--- src/core/tbpwm_map.svh ---
// Register offsets, field positions, reset values and timing constants of the PWM block
`ifndef TBPWM_MAP_SVH
`define TBPWM_MAP_SVH
`define TBPWM_OFS_TSEL      12'hFAD
`define TBPWM_OFS_TIMER_IF  12'hF00
`define TBPWM_OFS_CTRL0     12'hF04
`define TBPWM_OFS_DUTY0     12'hF08
`define TBPWM_OFS_CTRL1     12'hF0C
`define TBPWM_OFS_DUTY1     12'hF10
`define TBPWM_TSEL_RST      8'h55
`define TBPWM_BIT_EN        7
`define TBPWM_BIT_OUT       5
`define TBPWM_BIT_POL       4
`define TBPWM_TIF_BIT_SLEEP 0
`define TBPWM_TIF_PRE_LSB   8
`define TBPWM_PERIOD_RST    8'hFF
`define TBPWM_QUARTER_NS    4
`endif

--- src/core/tbpwm_pkg.sv ---
// Types shared by the PWM block
package tbpwm_pkg;
  typedef enum logic [1:0] {
    TBPWM_SEL_RSVD = 2'h0,
    TBPWM_SEL_A    = 2'h1,
    TBPWM_SEL_B    = 2'h2,
    TBPWM_SEL_C    = 2'h3
  } tbpwm_sel_t;
  typedef enum logic [2:0] {
    TBPWM_ST_IDLE   = 3'b001,
    TBPWM_ST_ACCESS = 3'b010,
    TBPWM_ST_DONE   = 3'b100
  } tbpwm_bus_t;
endpackage : tbpwm_pkg

--- src/core/tbpwm_top.sv ---
// Ten-bit PWM pair with three 8-bit timers, timer select and APB registers
`timescale 1ns/1ps
`default_nettype none
`include "tbpwm_map.svh"
module tbpwm_top
  import tbpwm_pkg::*;
#(
  parameter int NCHAN = 2  // PWM channels
)(
  input  wire logic        i_clk,      // 250 MHz system clock
  input  wire logic        i_nrst,     // Sync reset, active low
  input  wire logic        i_sleep,    // Device sleep request
  input  wire logic        psel,       // APB select
  input  wire logic        penable,    // APB enable
  input  wire logic        pwrite,     // APB direction
  input  wire logic [11:0] paddr,      // APB byte address
  input  wire logic [31:0] pwdata,     // APB write data
  output logic             pready,     // APB ready
  output logic [31:0]      prdata,     // APB read data
  output logic             pslverr,    // APB error on unmapped address
  output logic [1:0]       o_ccp1_sel, // CCP1 timer pair select
  output logic [1:0]       o_ccp2_sel, // CCP2 timer pair select
  output logic [NCHAN-1:0] o_pwm       // PWM outputs
);
  // Elaboration check: the register map serves exactly two channels
  if (NCHAN != 2) begin : g_bad_nchan
    $error("tbpwm_top supports two channels");
  end

  // Timer mapping: index 0/1/2 = timers A/B/C
  typedef struct packed {
    tbpwm_bus_t  bus;          // Bus handshake state
    logic [31:0] rdata;        // Read data register
    logic        err;          // Error response
    logic [7:0]  tsel;         // Timer select register
    logic [1:0]  en;           // Channel enables
    logic [1:0]  output_invert;          // Channel polarities
    logic [19:0] duty;         // Duty values, channel 1 high
    logic [23:0] period;       // Period values per timer
    logic [23:0] count;        // Timer counts
    logic [5:0]  sub;          // Two low time base bits per timer
    logic [17:0] pre;          // Prescale counters per timer
    logic [17:0] prediv;       // Prescale selects, value minus one
    logic [2:0]  ton;          // Timer run bits
    logic [2:0]  sl_s1;        // Sleep pin synchroniser
    logic        sleep;        // Filtered sleep
  } tbpwm_st_t;
  tbpwm_st_t s_q, s_d;

  logic [9:0]      tbase  [3];  // Per-timer ten-bit time base
  logic [2:0]      wrap;        // Timer wraps this cycle
  logic [2:0]      run;         // Timer advances this cycle
  logic [NCHAN-1:0] chan_out;   // Channel levels

  // Map a two-bit select to a timer index, reserved to A
  function automatic logic [1:0] sel_idx(input logic [1:0] s);
    sel_idx = (s == TBPWM_SEL_RSVD) ? 2'd0 : s - 2'd1;
  endfunction : sel_idx

  // Per-timer time base and wrap detect
  for (genvar t = 0; t < 3; t++) begin : g_tmr
    assign tbase[t] = {s_q.count[t*8 +: 8], s_q.sub[t*2 +: 2]};
    assign run[t]   = s_q.ton[t] && !s_q.sleep && s_q.pre[t*6 +: 6] == s_q.prediv[t*6 +: 6];
    assign wrap[t]  = run[t] && s_q.sub[t*2 +: 2] == 2'h3
                      && s_q.count[t*8 +: 8] == s_q.period[t*8 +: 8];
  end

  // Each channel takes the period of its own selected timer, own duty
  for (genvar c = 0; c < NCHAN; c++) begin : g_ch
    logic [1:0] ti;
    assign ti = sel_idx(s_q.tsel[4+2*c +: 2]);
    tbpwm_chan u_chan (
      .i_clk    (i_clk),
      .i_nrst   (i_nrst),
      .i_en     (s_q.en[c]),
      .i_pol    (s_q.output_invert[c]),
      .i_duty   (s_q.duty[c*10 +: 10]),
      .i_tbase  (tbase[ti]),
      .i_period (s_q.period[ti*8 +: 8]),
      .i_reload (wrap[ti]),
      .i_run    (run[ti] && !s_q.sleep),
      .o_out    (chan_out[c])
    );
  end

  // Register read mux
  function automatic logic [31:0] rd_mux(input tbpwm_st_t s, input logic [11:0] a,
                                         input logic [1:0] lv, output logic hit);
    rd_mux = 32'h0000_0000;
    hit    = 1'b1;
    if (a == `TBPWM_OFS_TSEL) begin
      rd_mux[7:0] = s.tsel;
    end else if (a == `TBPWM_OFS_TIMER_IF) begin
      rd_mux = {8'h00, s.prediv[17:12], s.prediv[11:6], s.prediv[5:0], 1'b0, s.ton, 2'h0};
    end else if (a == `TBPWM_OFS_CTRL0 || a == `TBPWM_OFS_CTRL1) begin
      rd_mux[`TBPWM_BIT_EN]  = (a == `TBPWM_OFS_CTRL0) ? s.en[0] : s.en[1];
      rd_mux[`TBPWM_BIT_OUT] = (a == `TBPWM_OFS_CTRL0) ? lv[0] : lv[1];
      rd_mux[`TBPWM_BIT_POL] = (a == `TBPWM_OFS_CTRL0) ? s.output_invert[0] : s.output_invert[1];
    end else if (a == `TBPWM_OFS_DUTY0) begin
      rd_mux[15:0] = {s.duty[9:2], s.duty[1:0], 6'h00};
      rd_mux[31:24] = s.period[7:0];
    end else if (a == `TBPWM_OFS_DUTY1) begin
      rd_mux[15:0] = {s.duty[19:12], s.duty[11:10], 6'h00};
      rd_mux[31:24] = s.period[15:8];
    end else begin
      hit = 1'b0;
    end
  endfunction : rd_mux

  // Next state: APB slave, timers, sleep filter
  always_comb begin
    logic hit;
    logic [31:0] rd;
    logic acc;
    hit = 1'b0;
    s_d = s_q;
    rd  = rd_mux(s_q, paddr, chan_out, hit);
    acc = psel && penable && s_q.bus == TBPWM_ST_ACCESS;
    // Sleep pin: change counts when stages two and three agree
    s_d.sl_s1 = {s_q.sl_s1[1:0], i_sleep};
    if (s_q.sl_s1[1] == s_q.sl_s1[2]) s_d.sleep = s_q.sl_s1[2];
    // Bus handshake: one wait state then ready
    case (s_q.bus)
      TBPWM_ST_IDLE:   if (psel && !penable) s_d.bus = TBPWM_ST_ACCESS;
      TBPWM_ST_ACCESS: if (psel && penable) begin
        s_d.bus   = TBPWM_ST_DONE;
        s_d.rdata = pwrite ? 32'h0000_0000 : rd;
        s_d.err   = !hit;
      end
      TBPWM_ST_DONE:   s_d.bus = TBPWM_ST_IDLE;
      default:         s_d.bus = TBPWM_ST_IDLE;
    endcase
    // Timers: prescaler, two low bits, count; postscaler absent
    for (int t = 0; t < 3; t++) begin
      if (s_q.ton[t] && !s_q.sleep) begin
        s_d.pre[t*6 +: 6] = run[t] ? 6'h00 : s_q.pre[t*6 +: 6] + 6'h01;
        if (run[t]) begin
          s_d.sub[t*2 +: 2] = s_q.sub[t*2 +: 2] + 2'h1;
          if (wrap[t]) s_d.count[t*8 +: 8] = 8'h00;
          else if (s_q.sub[t*2 +: 2] == 2'h3) s_d.count[t*8 +: 8] = s_q.count[t*8 +: 8] + 8'h01;
        end
      end
    end
    // Register writes take effect at the access edge
    if (acc && pwrite && hit) begin
      if (paddr == `TBPWM_OFS_TSEL) begin
        s_d.tsel = pwdata[7:0];
      end else if (paddr == `TBPWM_OFS_TIMER_IF) begin
        s_d.ton    = pwdata[4:2];
        s_d.prediv = pwdata[23:6];
      end else if (paddr == `TBPWM_OFS_CTRL0) begin
        s_d.en[0]  = pwdata[`TBPWM_BIT_EN];
        s_d.output_invert[0] = pwdata[`TBPWM_BIT_POL];
      end else if (paddr == `TBPWM_OFS_CTRL1) begin
        s_d.en[1]  = pwdata[`TBPWM_BIT_EN];
        s_d.output_invert[1] = pwdata[`TBPWM_BIT_POL];
      end else if (paddr == `TBPWM_OFS_DUTY0) begin
        s_d.duty[9:0]   = {pwdata[15:8], pwdata[7:6]};
        s_d.period[7:0] = pwdata[31:24];
      end else if (paddr == `TBPWM_OFS_DUTY1) begin
        s_d.duty[19:10]  = {pwdata[15:8], pwdata[7:6]};
        s_d.period[15:8] = pwdata[31:24];
      end
    end
  end

  // State register with reset values
  always_ff @(posedge i_clk) begin
    if (!i_nrst) begin
      s_q        <= '0;
      s_q.bus    <= TBPWM_ST_IDLE;
      s_q.tsel   <= `TBPWM_TSEL_RST;
      s_q.period <= {3{`TBPWM_PERIOD_RST}};
    end else begin
      s_q <= s_d;
    end
  end

  assign pready     = (s_q.bus == TBPWM_ST_DONE);
  assign prdata     = s_q.rdata;
  assign pslverr    = (s_q.bus == TBPWM_ST_DONE) && s_q.err;
  assign o_ccp1_sel = s_q.tsel[1:0];
  assign o_ccp2_sel = s_q.tsel[3:2];
  assign o_pwm      = chan_out;

  AST_TSEL_RESET: assert property (@(posedge i_clk)
    $rose(i_nrst) |-> s_q.tsel == 8'h55) else $error("select reset wrong");
  AST_SLEEP_HOLD: assert property (@(posedge i_clk) disable iff (!i_nrst)
    (s_q.sleep && $past(s_q.sleep)) |-> $stable(s_q.count) && $stable(o_pwm)) else $error("sleep not frozen");
  AST_WRAP_CLEARS: assert property (@(posedge i_clk) disable iff (!i_nrst)
    wrap[0] |=> s_q.count[7:0] == 8'h00) else $error("wrap left count");
  AST_READY_ONE: assert property (@(posedge i_clk) disable iff (!i_nrst)
    pready |=> !pready) else $error("ready longer than one cycle");
  AST_FULL_DUTY: assert property (@(posedge i_clk) disable iff (!i_nrst)
    (s_q.en[0] && !s_q.output_invert[0] && g_ch[0].ti == 2'd0 && s_q.duty[9:2] >= s_q.period[7:0]
     && o_pwm[0] && !wrap[0] && !s_q.sleep) |=> o_pwm[0] || $past(s_q.duty[9:0] == 10'h000))
    else $error("full duty cleared");
  COV_WRAP: cover property (@(posedge i_clk) wrap[0]);
  COV_SLEEP: cover property (@(posedge i_clk) s_q.sleep);
  COV_ERR: cover property (@(posedge i_clk) pslverr);
endmodule : tbpwm_top
`default_nettype wire

--- src/core/tbpwm_chan.sv ---
// One PWM channel: buffered duty, compare, set/clear and polarity
`timescale 1ns/1ps
`default_nettype none
module tbpwm_chan
  import tbpwm_pkg::*;
(
  input  wire logic       i_clk,      // System clock
  input  wire logic       i_nrst,     // Sync reset, active low
  input  wire logic       i_en,       // Channel enable
  input  wire logic       i_pol,      // Output invert
  input  wire logic [9:0] i_duty,     // Software duty value
  input  wire logic [9:0] i_tbase,    // Selected 10-bit time base
  input  wire logic [7:0] i_period,   // Selected period value
  input  wire logic       i_reload,   // Period wrap of selected timer
  input  wire logic       i_run,      // Time base advances this cycle
  output logic            o_out       // Driven level after polarity
);
  typedef struct packed {
    logic [9:0] dbuf;   // Active duty buffer
    logic       raw;    // Set/clear level before polarity
  } tbpwm_cst_t;
  tbpwm_cst_t s_q, s_d;

  // Next state: set on wrap unless duty is zero, clear on match or when disabled, hold otherwise
  always_comb begin
    s_d = s_q;
    if (!i_en) begin
      s_d.raw = 1'b0;
      if (i_reload) s_d.dbuf = i_duty;
    end else if (i_run) begin
      if (i_reload) begin
        s_d.dbuf = i_duty;
        s_d.raw  = (i_duty != 10'h000);
      // Clear as the time base steps onto the duty value, so the pulse lasts exactly duty ticks
      end else if ((i_tbase + 10'h001) == s_q.dbuf && s_q.dbuf[9:2] < i_period) begin
        s_d.raw = 1'b0;
      end
    end
  end

  // State register
  always_ff @(posedge i_clk) begin
    if (!i_nrst) s_q <= '0;
    else         s_q <= s_d;
  end

  assign o_out = s_q.raw ^ i_pol;

  AST_DISABLED_LOW: assert property (@(posedge i_clk) disable iff (!i_nrst)
    !i_en |=> !s_q.raw) else $error("disabled channel not inactive");
  AST_WRAP_SET: assert property (@(posedge i_clk) disable iff (!i_nrst)
    (i_en && i_run && i_reload && i_duty != 10'h000) |=> s_q.raw) else $error("wrap did not set output");
  AST_BUF_LOAD: assert property (@(posedge i_clk) disable iff (!i_nrst)
    (!i_reload && !$past(i_reload)) |-> $stable(s_q.dbuf)) else $error("buffer changed off wrap");
  COV_CLEAR: cover property (@(posedge i_clk) s_q.raw ##1 !s_q.raw);
endmodule : tbpwm_chan
`default_nettype wire

--- config.mk ---
export PLATFORM = sky130hd
export DESIGN_NAME = tbpwm_top
export DESIGN_NICKNAME = d
export VERILOG_FILES = /design/src/core/tbpwm_pkg.sv /design/src/core/tbpwm_top.sv /design/src/core/tbpwm_chan.sv
export VERILOG_INCLUDE_DIRS = /design/src /design/src/core
export SDC_FILE = /design/constraint.sdc
export NUM_CORES = 1
export LEC_CHECK = 0
export BUFFER_PORTS_ARGS = -buffer_cell sky130_fd_sc_hd__buf_2
export CAP_MARGIN = 20
export CORE_ASPECT_RATIO = 0.9
export CORE_MARGIN = 2
export CORE_UTILIZATION = 65
export DETAILED_ROUTE_END_ITERATION = 7
export PLACE_DENSITY = 0.86
export SLEW_MARGIN = 10
export SYNTH_ARGS = -nofsm -noshare
export SYNTH_HDL_FRONTEND = slang
export SYNTH_SLANG_ARGS = --single-unit
--- constraint.sdc ---
create_clock -name i_clk -period 8.3 [get_ports i_clk]
set_clock_uncertainty 0.2 [all_clocks]
set_input_delay 0.415 -clock i_clk [delete_from_list [all_inputs] [get_ports i_clk]]
set_output_delay 0.415 -clock i_clk [all_outputs]
set_load 0.01 [all_outputs]
# After elaboration in Yosys (flattened, before gate mapping)
# Index checks and enable logic that the tools add are counted.
totals:
  reg_bits: 179
  out_inout_bits: 40
op_classes:
  n_addsub: 13
  n_lt_le_gt_ge: 6
  n_eq_ne: 25
  shifts: 2
  n_mux: 62
  bitwise: 9
  n_reduce_logical: 53
ops:
  columns: ["operator", "n"]
  rows:
  - ["$mux 8", 13]
  - ["$eq 12x12->1 const B", 6]
  - ["$mux 10", 6]
  - ["$mux 16", 3]
  - ["$shiftx 24x6->8", 2]
  - ["$mux 11", 4]
  - ["$bmux 10 s2", 2]
  - ["$mux 36", 1]
  - ["$mux 32", 1]
  - ["$add 8x1->8 const B", 3]
  - ["$mux 24", 1]
  - ["$logic_and 1x1->1", 22]
  - ["$add 10x1->10 const B", 2]
  - ["$eq 10x10->1", 2]
  - ["$reduce_and 2->1", 10]
  - ["$reduce_bool 10->1", 2]
  - ["$add 6x1->6 const B", 3]
  - ["$eq 6x6->1", 3]
  - ["$mux 1", 18]
  - ["$mux 6", 3]
  - ["$eq 8x8->1", 2]
  - ["$lt 8x8->1", 2]
  - ["$reduce_and 3->1", 4]
  - ["$reduce_bool 2->1", 5]
  - ["other kinds (27)", 50]

# Longest topological paths before layout
# Gate-level depths: netlist of the first run.
logic_depth:
  word_depth: 13
  mapped_depth: 13

# Hierarchy
# A second synthesis of the first run with hierarchy kept.
unflattened:
  hier_cells: 1242
  hier_area_um2: 9985.8
modules_own_cells:
  columns: ["mod", "instances", "cells_each", "area_per_inst_um2", "seq_area_each_um2"]
  rows:
  - ["tbpwm_top", 1, 1020, 8081.5, 3143.0]
  - ["tbpwm_chan", 2, 111, 952.2, 220.2]

# Worst setup path before layout of the first run
# Ideal clock, no wire load.
synth_timing:
  kind: "reg-to-reg"
  from: "reg s_q[126] in the netlist's numbering"
  to: "reg g_ch[0].u_chan.s_q[0] in the netlist's numbering"
  arrival_time_ns: 2.739
  setup_slack_ns: 5.235
  path_stages_with_launch: 13
  path_buffers: 4
  period_less_slack_ns: 3.065
  path_cell_list: "dfxtp_1 -> clkbuf_1 -> buf_2 -> buf_1 -> clkbuf_1 -> nand2_1 -> o21ai_0 -> ha_1 -> a2111oi_0 -> nand4_1 -> a2111oi_0 -> a311o_1 -> a21oi_1"
synth_between:
  elab_chain_cells: 11
  word_cells_on_any_way: 20
synth_lines:
  columns: ["element", "line_no", "source"]
  rows:
  - ["start: declaration", "tbpwm_top.sv:48", "tbpwm_st_t s_q, s_d;"]
  - ["$sub 2x1->2 / $logic_not 2->1 (equally long branches)", "tbpwm_top.sv:57", "sel_idx = (s == TBPWM_SEL_RSVD) ? 2'd0 : s - 2'd1;"]
  - ["$mux 2 *", "tbpwm_top.sv:57", null]
  - ["$not 2->3 (implied by the code)", "tbpwm_top.sv:78", ".i_tbase (tbase[ti]),"]
  - ["$bmux 10 s2", "tbpwm_top.sv:78", null]
  - ["$mux 10 (implied by the code) (2 in series)", "tbpwm_top.sv:78", null]
  - ["$add 10x1->10", "tbpwm_chan.sv:35", "end else if ((i_tbase + 10'h001) == s_q.dbuf && s_q.dbuf[9:2] < i_period) begin"]
  - ["$eq 10x10->1", "tbpwm_chan.sv:35", null]
  - ["$logic_and 1x1->1", "tbpwm_chan.sv:35", null]
  - ["$reduce_bool 2->1 (no source line)", null, null]
  - ["$reduce_and 2->1 (no source line)", null, null]
  - ["end signal: assignment", "tbpwm_chan.sv:43", "if (!i_nrst) s_q <= '0;"]
  - ["end signal: assignment", "tbpwm_chan.sv:44", "else s_q <= s_d;"]
  - ["end: declaration", "tbpwm_chan.sv:22", "tbpwm_cst_t s_q, s_d;"]
# Mark *: on every way between the ends. The rest lies on a longest branch, timed or not. The select of a mux whose other input is x is not followed.
# A chain may end at the register's enable or synchronous reset.

# Final worst setup path of the first run
layout_timing:
  from: "reg s_q[125] in the netlist's numbering"
  to: "reg g_ch[0].u_chan.s_q[0] in the netlist's numbering"
# Same word-level chain as after synthesis.

==> out/qor_table.md, run 1 <==
| Item | Value |
|:---|:---|
| Outcome | finished clean |
| Sort of element at the end of the critical path | register |
| Data required time of the critical path | 8.42 ns |
| Total CTS buffers | 17 |
| Endpoint of the worst register-to-register path | g_ch[0].u_chan.s_q[0]$_SDFFE_PN0P_ |
| P_sw | 0.000409 W |
| Clock tree from TritonCTS | done |
| Number of nets produced by synthesis | 1,221 |
| Number of clock sinks | 179 |
| Largest net degree at the start of global routing | 93 |
| Design Area, Final | 10,500 sq um |
| Hold_buf cts | 2 |
| Sequence of cells on the critical path | mux2_2, mux2i_1, inv_1, ha_1, xor2_1, a2111oi_0, nand4_1, a2111oi_0, a311o_1, a21oi_1 |
| Initial cell density of the core | 0.657 |
| Clock network fraction of total power | 0.482 |
| Synth Register Bits | 179 |
| Average instance area after synthesis | 8.34 sq um |
| Number of global-route vias before repair | 8,040 |
| Peak supply drop | 160 uV |
| Worst-Margin Slew | 1.06 ns |
| Die Area | 15,700 sq um |
| Yosys warning total | 0 |
| Sequential Power Share | 0.495 |
| First-pass GRT wire length | 41,000 um |
| Final WL | 25,600 um |
| Detailed-route DRC error count | 0 |
| Number of instances on the worst hold path | 3 |
| Cell count after placement | 1,343 |
| Crit path top cell by count | sky130_fd_sc_hd__a2111oi_0 |
| Register-to-Register Path Depth | 10 |
| Number of gates resized after cts | 0 |
| Setup slack of the worst register-to-register path | 4.76 ns |
| Cell area reported after detailed placement | 9820 sq um |
| Max-Cap Viols | 0 |
| ANT cells | 0 |
| CP arrival | 3.66 ns |
| Min-Delay Path Class | in2reg |
| Share of cells above drive strength 1 | 0.136 |
| Clk_lat worst skew | 0.44 ns |
| Part of the Yosys area used for sequential elements | 0.375 |
| Longest individual stage delay on the worst path | 0.66 ns |
| Sum of overflow across all layers after global routing | 0 |
| Syn Std Cell Area | 9560 sq um |
| Setup crit end | g_ch[0].u_chan.s_q[0]$_SDFFE_PN0P_ |
| Net total in the final layout | 1,241 |
| Height of the die | 119 um |
| Total power divided by cell area | 166 nW/um^2 |
| Post-Route Hold Slack | 0.00198 ns |
| Synth Instances | 1,146 |
| Period utilization | 0.427 |
| Total number of vias | 8,635 |
| Global-route total usage across every layer | 0.329 |
| Placement row count | 42 |
| Buffer count from post-CTS setup fixing | 0 |
| Time the worst path needs with I/O delays and setup | 3.54 ns |
| CTS clock-pin slew for the worst setup and hold paths | 0.07 ns |
| Worst setup path startpoint | s_q[125]$_SDFFE_PN1P_ |
| Pins over their slew limit | 0 |
| FF-to-FF Start | s_q[125]$_SDFFE_PN1P_ |
| Setup violations, final | 0 |
| Share of synthesized flip-flops with an asynchronous set or reset | 0 |
| LEAKAGE | 4.27 nW |
| Post-DP HPWL | 17,700 um |
| Internal power of the cells | 0.00133 W |
| Count of boundary I/O pins | 90 |
| Total core area | 14,600 sq um |
| Clock Root Buffer | sky130_fd_sc_hd__clkbuf_16 |
| Maximum clock path buffer count | 2 |
| Most common cell after layout, fill and taps aside | sky130_fd_sc_hd__dfxtp_1 |
| Final routed wire length divided by cell count | 18.6 um |
| Net switching share of the total power | 0.235 |
| Count of non-filler cells in the finished layout | 1,377 |
| Maximum frequency from static timing analysis | 0.282 GHz |
| Area Overhead vs Synth | 9.34% |
| Max-slew headroom at the worst pin | 0.296 |
| Startpoint kind of the worst setup timing path | register |
| Floorplan die width | 132 um |
| Proportion of power drawn by combinational gates | 0.023 |
| TritonRoute pass-1 iters | 6 |
| Most frequent cells in the layout | sky130_fd_sc_hd__dfxtp_1, sky130_fd_sc_hd__nor2_1, sky130_fd_sc_hd__nand2_1, sky130_fd_sc_hd__buf_2 |
| Initial antenna violation count | 0 |
| CTS H-tree depth | 4 |
| Crit-path max FO | 12 |
| Final hold violation count | 0 |
| Count of buffers from port buffering | 89 |
| Slowest CP cell | sky130_fd_sc_hd__dfxtp_1 |
| Final weighted congestion in routability-driven placement | 0.961 |
| Flip-flop cell with the highest count after synthesis | sky130_fd_sc_hd__dfxtp_1 |
| Drt via density | 6.27 |
| Post-synth EDFFs | 0 |
| Number of nets with antenna violations after detailed routing | 0 |
| Number of DRC violations after detailed-routing iteration 0 | 923 |
| Total design power | 0.00174 W |
| Count of cell types in the netlist | 64 |
| Type of the setup path with the least slack | reg2reg |
| TNS Setup | 0 ns |
| Unrepaired setup endpoints after global routing | no |
-- cell usage after synthesis, drive strengths merged (2+ instances only) --
cell       n  area share
nand4     21       0.014
o21ai     37       0.019
xor2      50       0.046
nand2b     9      0.0059
o21a       2      0.0016
nor3b      6      0.0047
mux2      16       0.019
or3       12      0.0079
a31oi      4      0.0026
a2111oi    4      0.0037
nand3b     5      0.0039
a21oi     70       0.037
inv        8      0.0031
ha        25       0.033
buf       57       0.039
a311oi     2      0.0018
and3      10      0.0065
mux2i     61       0.064
or4        6      0.0051
dfxtp    179        0.37
nor3      19       0.011
nor4      11       0.012
a222oi     3      0.0031
nand3     70       0.037
a2bb2oi    8      0.0073
clkbuf    47       0.019
and4       4      0.0037
and2      17       0.011
nor2     142       0.056
nand2    124       0.049
xnor2     48       0.044
nor2b      8      0.0052
o211ai     4      0.0031
o31a       2      0.0018
a22oi     37       0.029
-- power by group through the flow --
stage | clock [W] | combinational [W] | sequential, W
after floorplan | 0 | 0.0000170 | 0.000880
final | 0.000837 | 0.0000406 | 0.000860
after CTS | 0.000837 | 0.0000397 | 0.000860
after detailed placement | 0 | 0.0000387 | 0.000880
after global placement | 0 | 0.0000385 | 0.000880
after global routing | 0.000873 | 0.0000433 | 0.000860
-- cells by family after synthesis --
family                     Yosys count  synth area share
and+or+nand+nor                    469             0.237
AOI/OAI and AO/OA                  186             0.122
DFF                                179             0.375
buffers and inverters              112            0.0610
xor gates and xnor gates            98            0.0898
muxes                               77            0.0831
adders and majority gates           25            0.0327
-- flip-flops by register name, indices dropped and copies added (netlist names) --
register         cells
o_ccp1_sel           2
s_q                119
o_ccp2_sel           2
prdata              32
g_ch.u_chan.s_q     22
s_d                  2
-- critical path: cells and delay by family (launching register included) --
kind,cells,cell delay (ns)
adders and majority gates,1,0.31
xor gates and xnor gates,1,0.15
DFF,1,0.66
AOI/OAI and AO/OA,4,1.11
buffers and inverters,1,0.08
and+or+nand+nor,1,0.16
muxes,2,0.74
-- per-layer routing --
metal,vias to the layer above,GRT usage,wire [um]
met1,4043,0.437,10700
met4,0,0.142,765
met5,-,0,0
li1,4028,-,-
met2,495,0.512,11600
met3,69,0.0805,2570
-- worst min path at each step --
stage / start / to / slack [ns]
finish: pwdata[1] / o_ccp1_sel[1]$_SDFFE_PN0P_ / 0.002
global route: pwdata[2] / o_ccp2_sel[0]$_SDFFE_PN1P_ / 0.01
detailed placement: s_q[3]$_SDFF_PN0_ / s_q[0]$_SDFFE_PN0N_ / 0.26
floorplan: s_d[2]$_SDFF_PN0_ / s_d[3]$_SDFF_PN0_ / 0.21
global placement: s_d[2]$_SDFF_PN0_ / s_d[3]$_SDFF_PN0_ / 0.21
CTS: pwdata[1] / o_ccp1_sel[1]$_SDFFE_PN0P_ / 0.004
-- through the flow --
| step | util | worst slack, ns |
|---|---|---|
| finish | 0.718 | 4.76 |
| global route | 0.718 | 4.38 |
| CTS | 0.718 | 4.77 |
| detailed placement | 0.675 | 4.63 |
| global placement | 0.675 | 4.78 |
| floorplan | - | 5.24 |
-- cell type report --
class | instances | area, sq um
sequential | 179 | 3580
multi-input combinational | 855 | 5410
clock inverter | 15 | 190
clock buffer | 17 | 425
tap | 198 | 248
fill | 1075 | 4100
timing repair buffer | 105 | 571
inverter | 8 | 31.3
No activity file was read; power rests on OpenSTA's default activity.
==> inputs of run 2 (changes only) <==
--- a/config.mk
+++ b/config.mk
@@ -10,9 +10,9 @@
 export CAP_MARGIN = 20
 export CORE_ASPECT_RATIO = 0.9
 export CORE_MARGIN = 2
-export CORE_UTILIZATION = 65
+export CORE_UTILIZATION = 60
 export DETAILED_ROUTE_END_ITERATION = 7
-export PLACE_DENSITY = 0.86
+export PLACE_DENSITY = 0.81
 export SLEW_MARGIN = 10
 export SYNTH_ARGS = -nofsm -noshare
 export SYNTH_HDL_FRONTEND = slang
==> constraint.sdc (replaced) <==
create_clock -name i_clk -period 3.7 [get_ports i_clk]
set_clock_uncertainty 0.2 [all_clocks]
set_input_delay 0.185 -clock i_clk [delete_from_list [all_inputs] [get_ports i_clk]]
set_output_delay 0.185 -clock i_clk [all_outputs]
set_load 0.01 [all_outputs]
==> run 2 against run 1 <==
Net effect: maximum frequency up 6.3%; sequential share of layout area decreased by 1.4 points; largest cell class unchanged; first-iteration DRC count shrank 15%; critical endpoint is now g_ch[1].u_chan.s_q[0]$_SDFFE_PN0P_; total power grew 120%; design area is 4.3% higher.
==> out/qor_table.md, run 2 (synthesized netlist as in run 1, its figures left out) <==
| Item | Value | vs previous |
|:---|:---|:---|
| Net total in the final layout | 1,290 | +3.9% |
| Total power divided by cell area | 351 nW/um^2 | +110% |
| Worst-Margin Slew | 0.906 ns | -0.149 ns |
| Setup violations, final | 0 | unchanged |
| Startpoint kind of the worst setup timing path | register |  |
| Placement row count | 43 | +2.4% |
| Count of boundary I/O pins | 90 | unchanged |
| Register containing the most flip-flops in the final layout | s_q |  |
| Unrepaired setup endpoints after global routing | no |  |
| Final WL | 26,700 um | +4.1% |
| Initial antenna violation count | 0 | unchanged |
| Clock Root Buffer | sky130_fd_sc_hd__clkbuf_16 |  |
| Data required time of the critical path | 3.82 ns | -4.60 ns |
| Final routed wire length divided by cell count | 18.6 um | +0.25% |
| Number of global-route vias before repair | 8,128 | +1.1% |
| Most common cell after layout, fill and taps aside | sky130_fd_sc_hd__dfxtp_1 |  |
| Post-Route Hold Slack | 0.106 ns | +0.104 ns |
| Total core area | 15,500 sq um | +6.4% |
| Count of buffers from port buffering | 89 | unchanged |
| Final core utilization | 0.703 | -0.0148 |
| Worst hold start | paddr[2] |  |
| Number of nets with antenna violations after detailed routing | 0 | unchanged |
| Max-Cap Viols | 0 | unchanged |
| Placement Setup Slack | 0.456 ns | -4.18 ns |
| Filler cell count in the final layout | 1,235 | +15% |
| Initial cell density of the core | 0.617 | -0.0398 |
| Share of cells above drive strength 1 | 0.139 | +0.00354 |
| TritonRoute pass-1 iters | 8 | +2 |
| Post-DP HPWL | 18,600 um | +5.1% |
| Detailed-route DRC error count | 0 | unchanged |
| First-pass GRT wire length | 42,400 um | +3.4% |
| Outcome | finished clean |  |
| Final weighted congestion in routability-driven placement | 0.995 | +3.5% |
| Number of instances on the worst hold path | 4 | +1 |
| Period utilization | 0.900 | +0.473 |
| Area Overhead vs Synth | 14.0% |  |
| Clock tree from TritonCTS | done |  |
| Number of clock sinks | 179 | unchanged |
| Type of the setup path with the least slack | reg2reg |  |
| ANT cells | 0 | unchanged |
| Register Area | 3580 sq um | unchanged |
| FF-to-FF Start | s_q[127]$_SDFFE_PN1P_ |  |
| Register-to-Register Path Depth | 9 | -1 |
| Final hold violation count | 0 | unchanged |
| Drt via density | 6.11 | -2.5% |
| Max-slew headroom at the worst pin | 0.396 | +0.100 |
| Die Area | 17,000 sq um | +8.1% |
| Max reg flops | 119 | unchanged |
| Min-Delay Path Class | in2reg |  |
| CTS H-tree depth | 4 | unchanged |
| Most frequent cells in the layout | sky130_fd_sc_hd__dfxtp_1, sky130_fd_sc_hd__nor2_1, sky130_fd_sc_hd__nand2_1, sky130_fd_sc_hd__buf_2 |  |
| Largest net degree at the start of global routing | 88 | -5.4% |
| Maximum frequency from static timing analysis | 0.300 GHz | +6.3% |
| Floorplan die width | 137 um | +4.0% |
| Crit-path max FO | 18 | +6 |
| Time the worst path needs with I/O delays and setup | 3.33 ns | -0.211 ns |
| Clk_lat worst skew | 0.44 ns | about the same |
| Peak supply drop | 459 uV | +190% |
| Total area of multi-input combinational cells | 5410 sq um | unchanged |
| Sum of overflow across all layers after global routing | 0 | unchanged |
| Number of DRC violations after detailed-routing iteration 0 | 784 | -15% |
| Number of gates resized after cts | 0 | unchanged |
| Total number of vias | 8,739 | +1.2% |
| LEAKAGE | 4.47 nW | +4.7% |
| Total CTS buffers | 17 | unchanged |
| Total design power | 0.00383 W | +120% |
| CTS clock-pin slew for the worst setup and hold paths | 0.07 ns | about the same |
| CP arrival | 3.45 ns | -0.21 ns |
| TNS Setup | 0 ns | unchanged |
| Fin worst setup slack | 0.370 ns | -4.39 ns |
| Maximum clock path buffer count | 2 | unchanged |
| Global-route total usage across every layer | 0.322 | -0.00674 |
| Sort of element at the end of the critical path | register |  |
| Height of the die | 124 um | +3.9% |
| Pins over their slew limit | 0 | unchanged |
| Worst setup path startpoint | s_q[127]$_SDFFE_PN1P_ |  |
## run 2: final timing paths
kind                                                            to  slack [ns]
worst min register to register                   s_d[3]$_SDFF_PN0_        0.24
worst max register to register  g_ch[1].u_chan.s_q[0]$_SDFFE_PN0P_        0.37
worst min-delay path                         s_q[120]$_SDFFE_PN0P_        0.11
worst max-delay path            g_ch[1].u_chan.s_q[0]$_SDFFE_PN0P_        0.37
## run 2: critical path: stages (launching register included)
cell,delay [ns]
sky130_fd_sc_hd__dfxtp_1,0.80
sky130_fd_sc_hd__mux2i_1,0.22
sky130_fd_sc_hd__a21oi_1,0.35
sky130_fd_sc_hd__ha_1,0.30
sky130_fd_sc_hd__xor2_1,0.15
sky130_fd_sc_hd__a2111oi_0,0.36
sky130_fd_sc_hd__nand3_1,0.14
sky130_fd_sc_hd__a2111oi_0,0.37
sky130_fd_sc_hd__a41o_1,0.23
sky130_fd_sc_hd__o211ai_1,0.08
## run 2: per-layer routing
layer	track usage	routed length, um
met3	0.0700	2130
met2	0.504	12000
met1	0.443	11900
met4	0.106	646
met5	0	0
## run 2: cell type report
cell class                      instances  share of cell area
Multi-Input combinational cell        855               0.496
Sequential cell                       179               0.329
Timing Repair Buffer                  154              0.0946
Clock buffer                           18              0.0394
Tap cell                              202              0.0232
Clock inverter                         14              0.0153
Inverter                                8             0.00287
## run 2: what timing repair did
item / in CTS / in global routing
buffers inserted: 0 / 0
hold endpoints to repair: 75 / 0
hold buffers: 39 / 0
## run 2: where the power goes
group | internal, W | switching [W]
clock | 0.000907 | 0.000872
combinational | 0.0000541 | 0.0000678
sequential | 0.00193 | 0.00000167
## run 2: through the flow
stage / instance area (sq um) / cells
finish: 10900 / 1430
global route: 10900 / 1430
CTS: 10900 / 1430
detailed placement: 9910 / 1359
global placement: 9910 / 1359
floorplan: 9560 / 1146
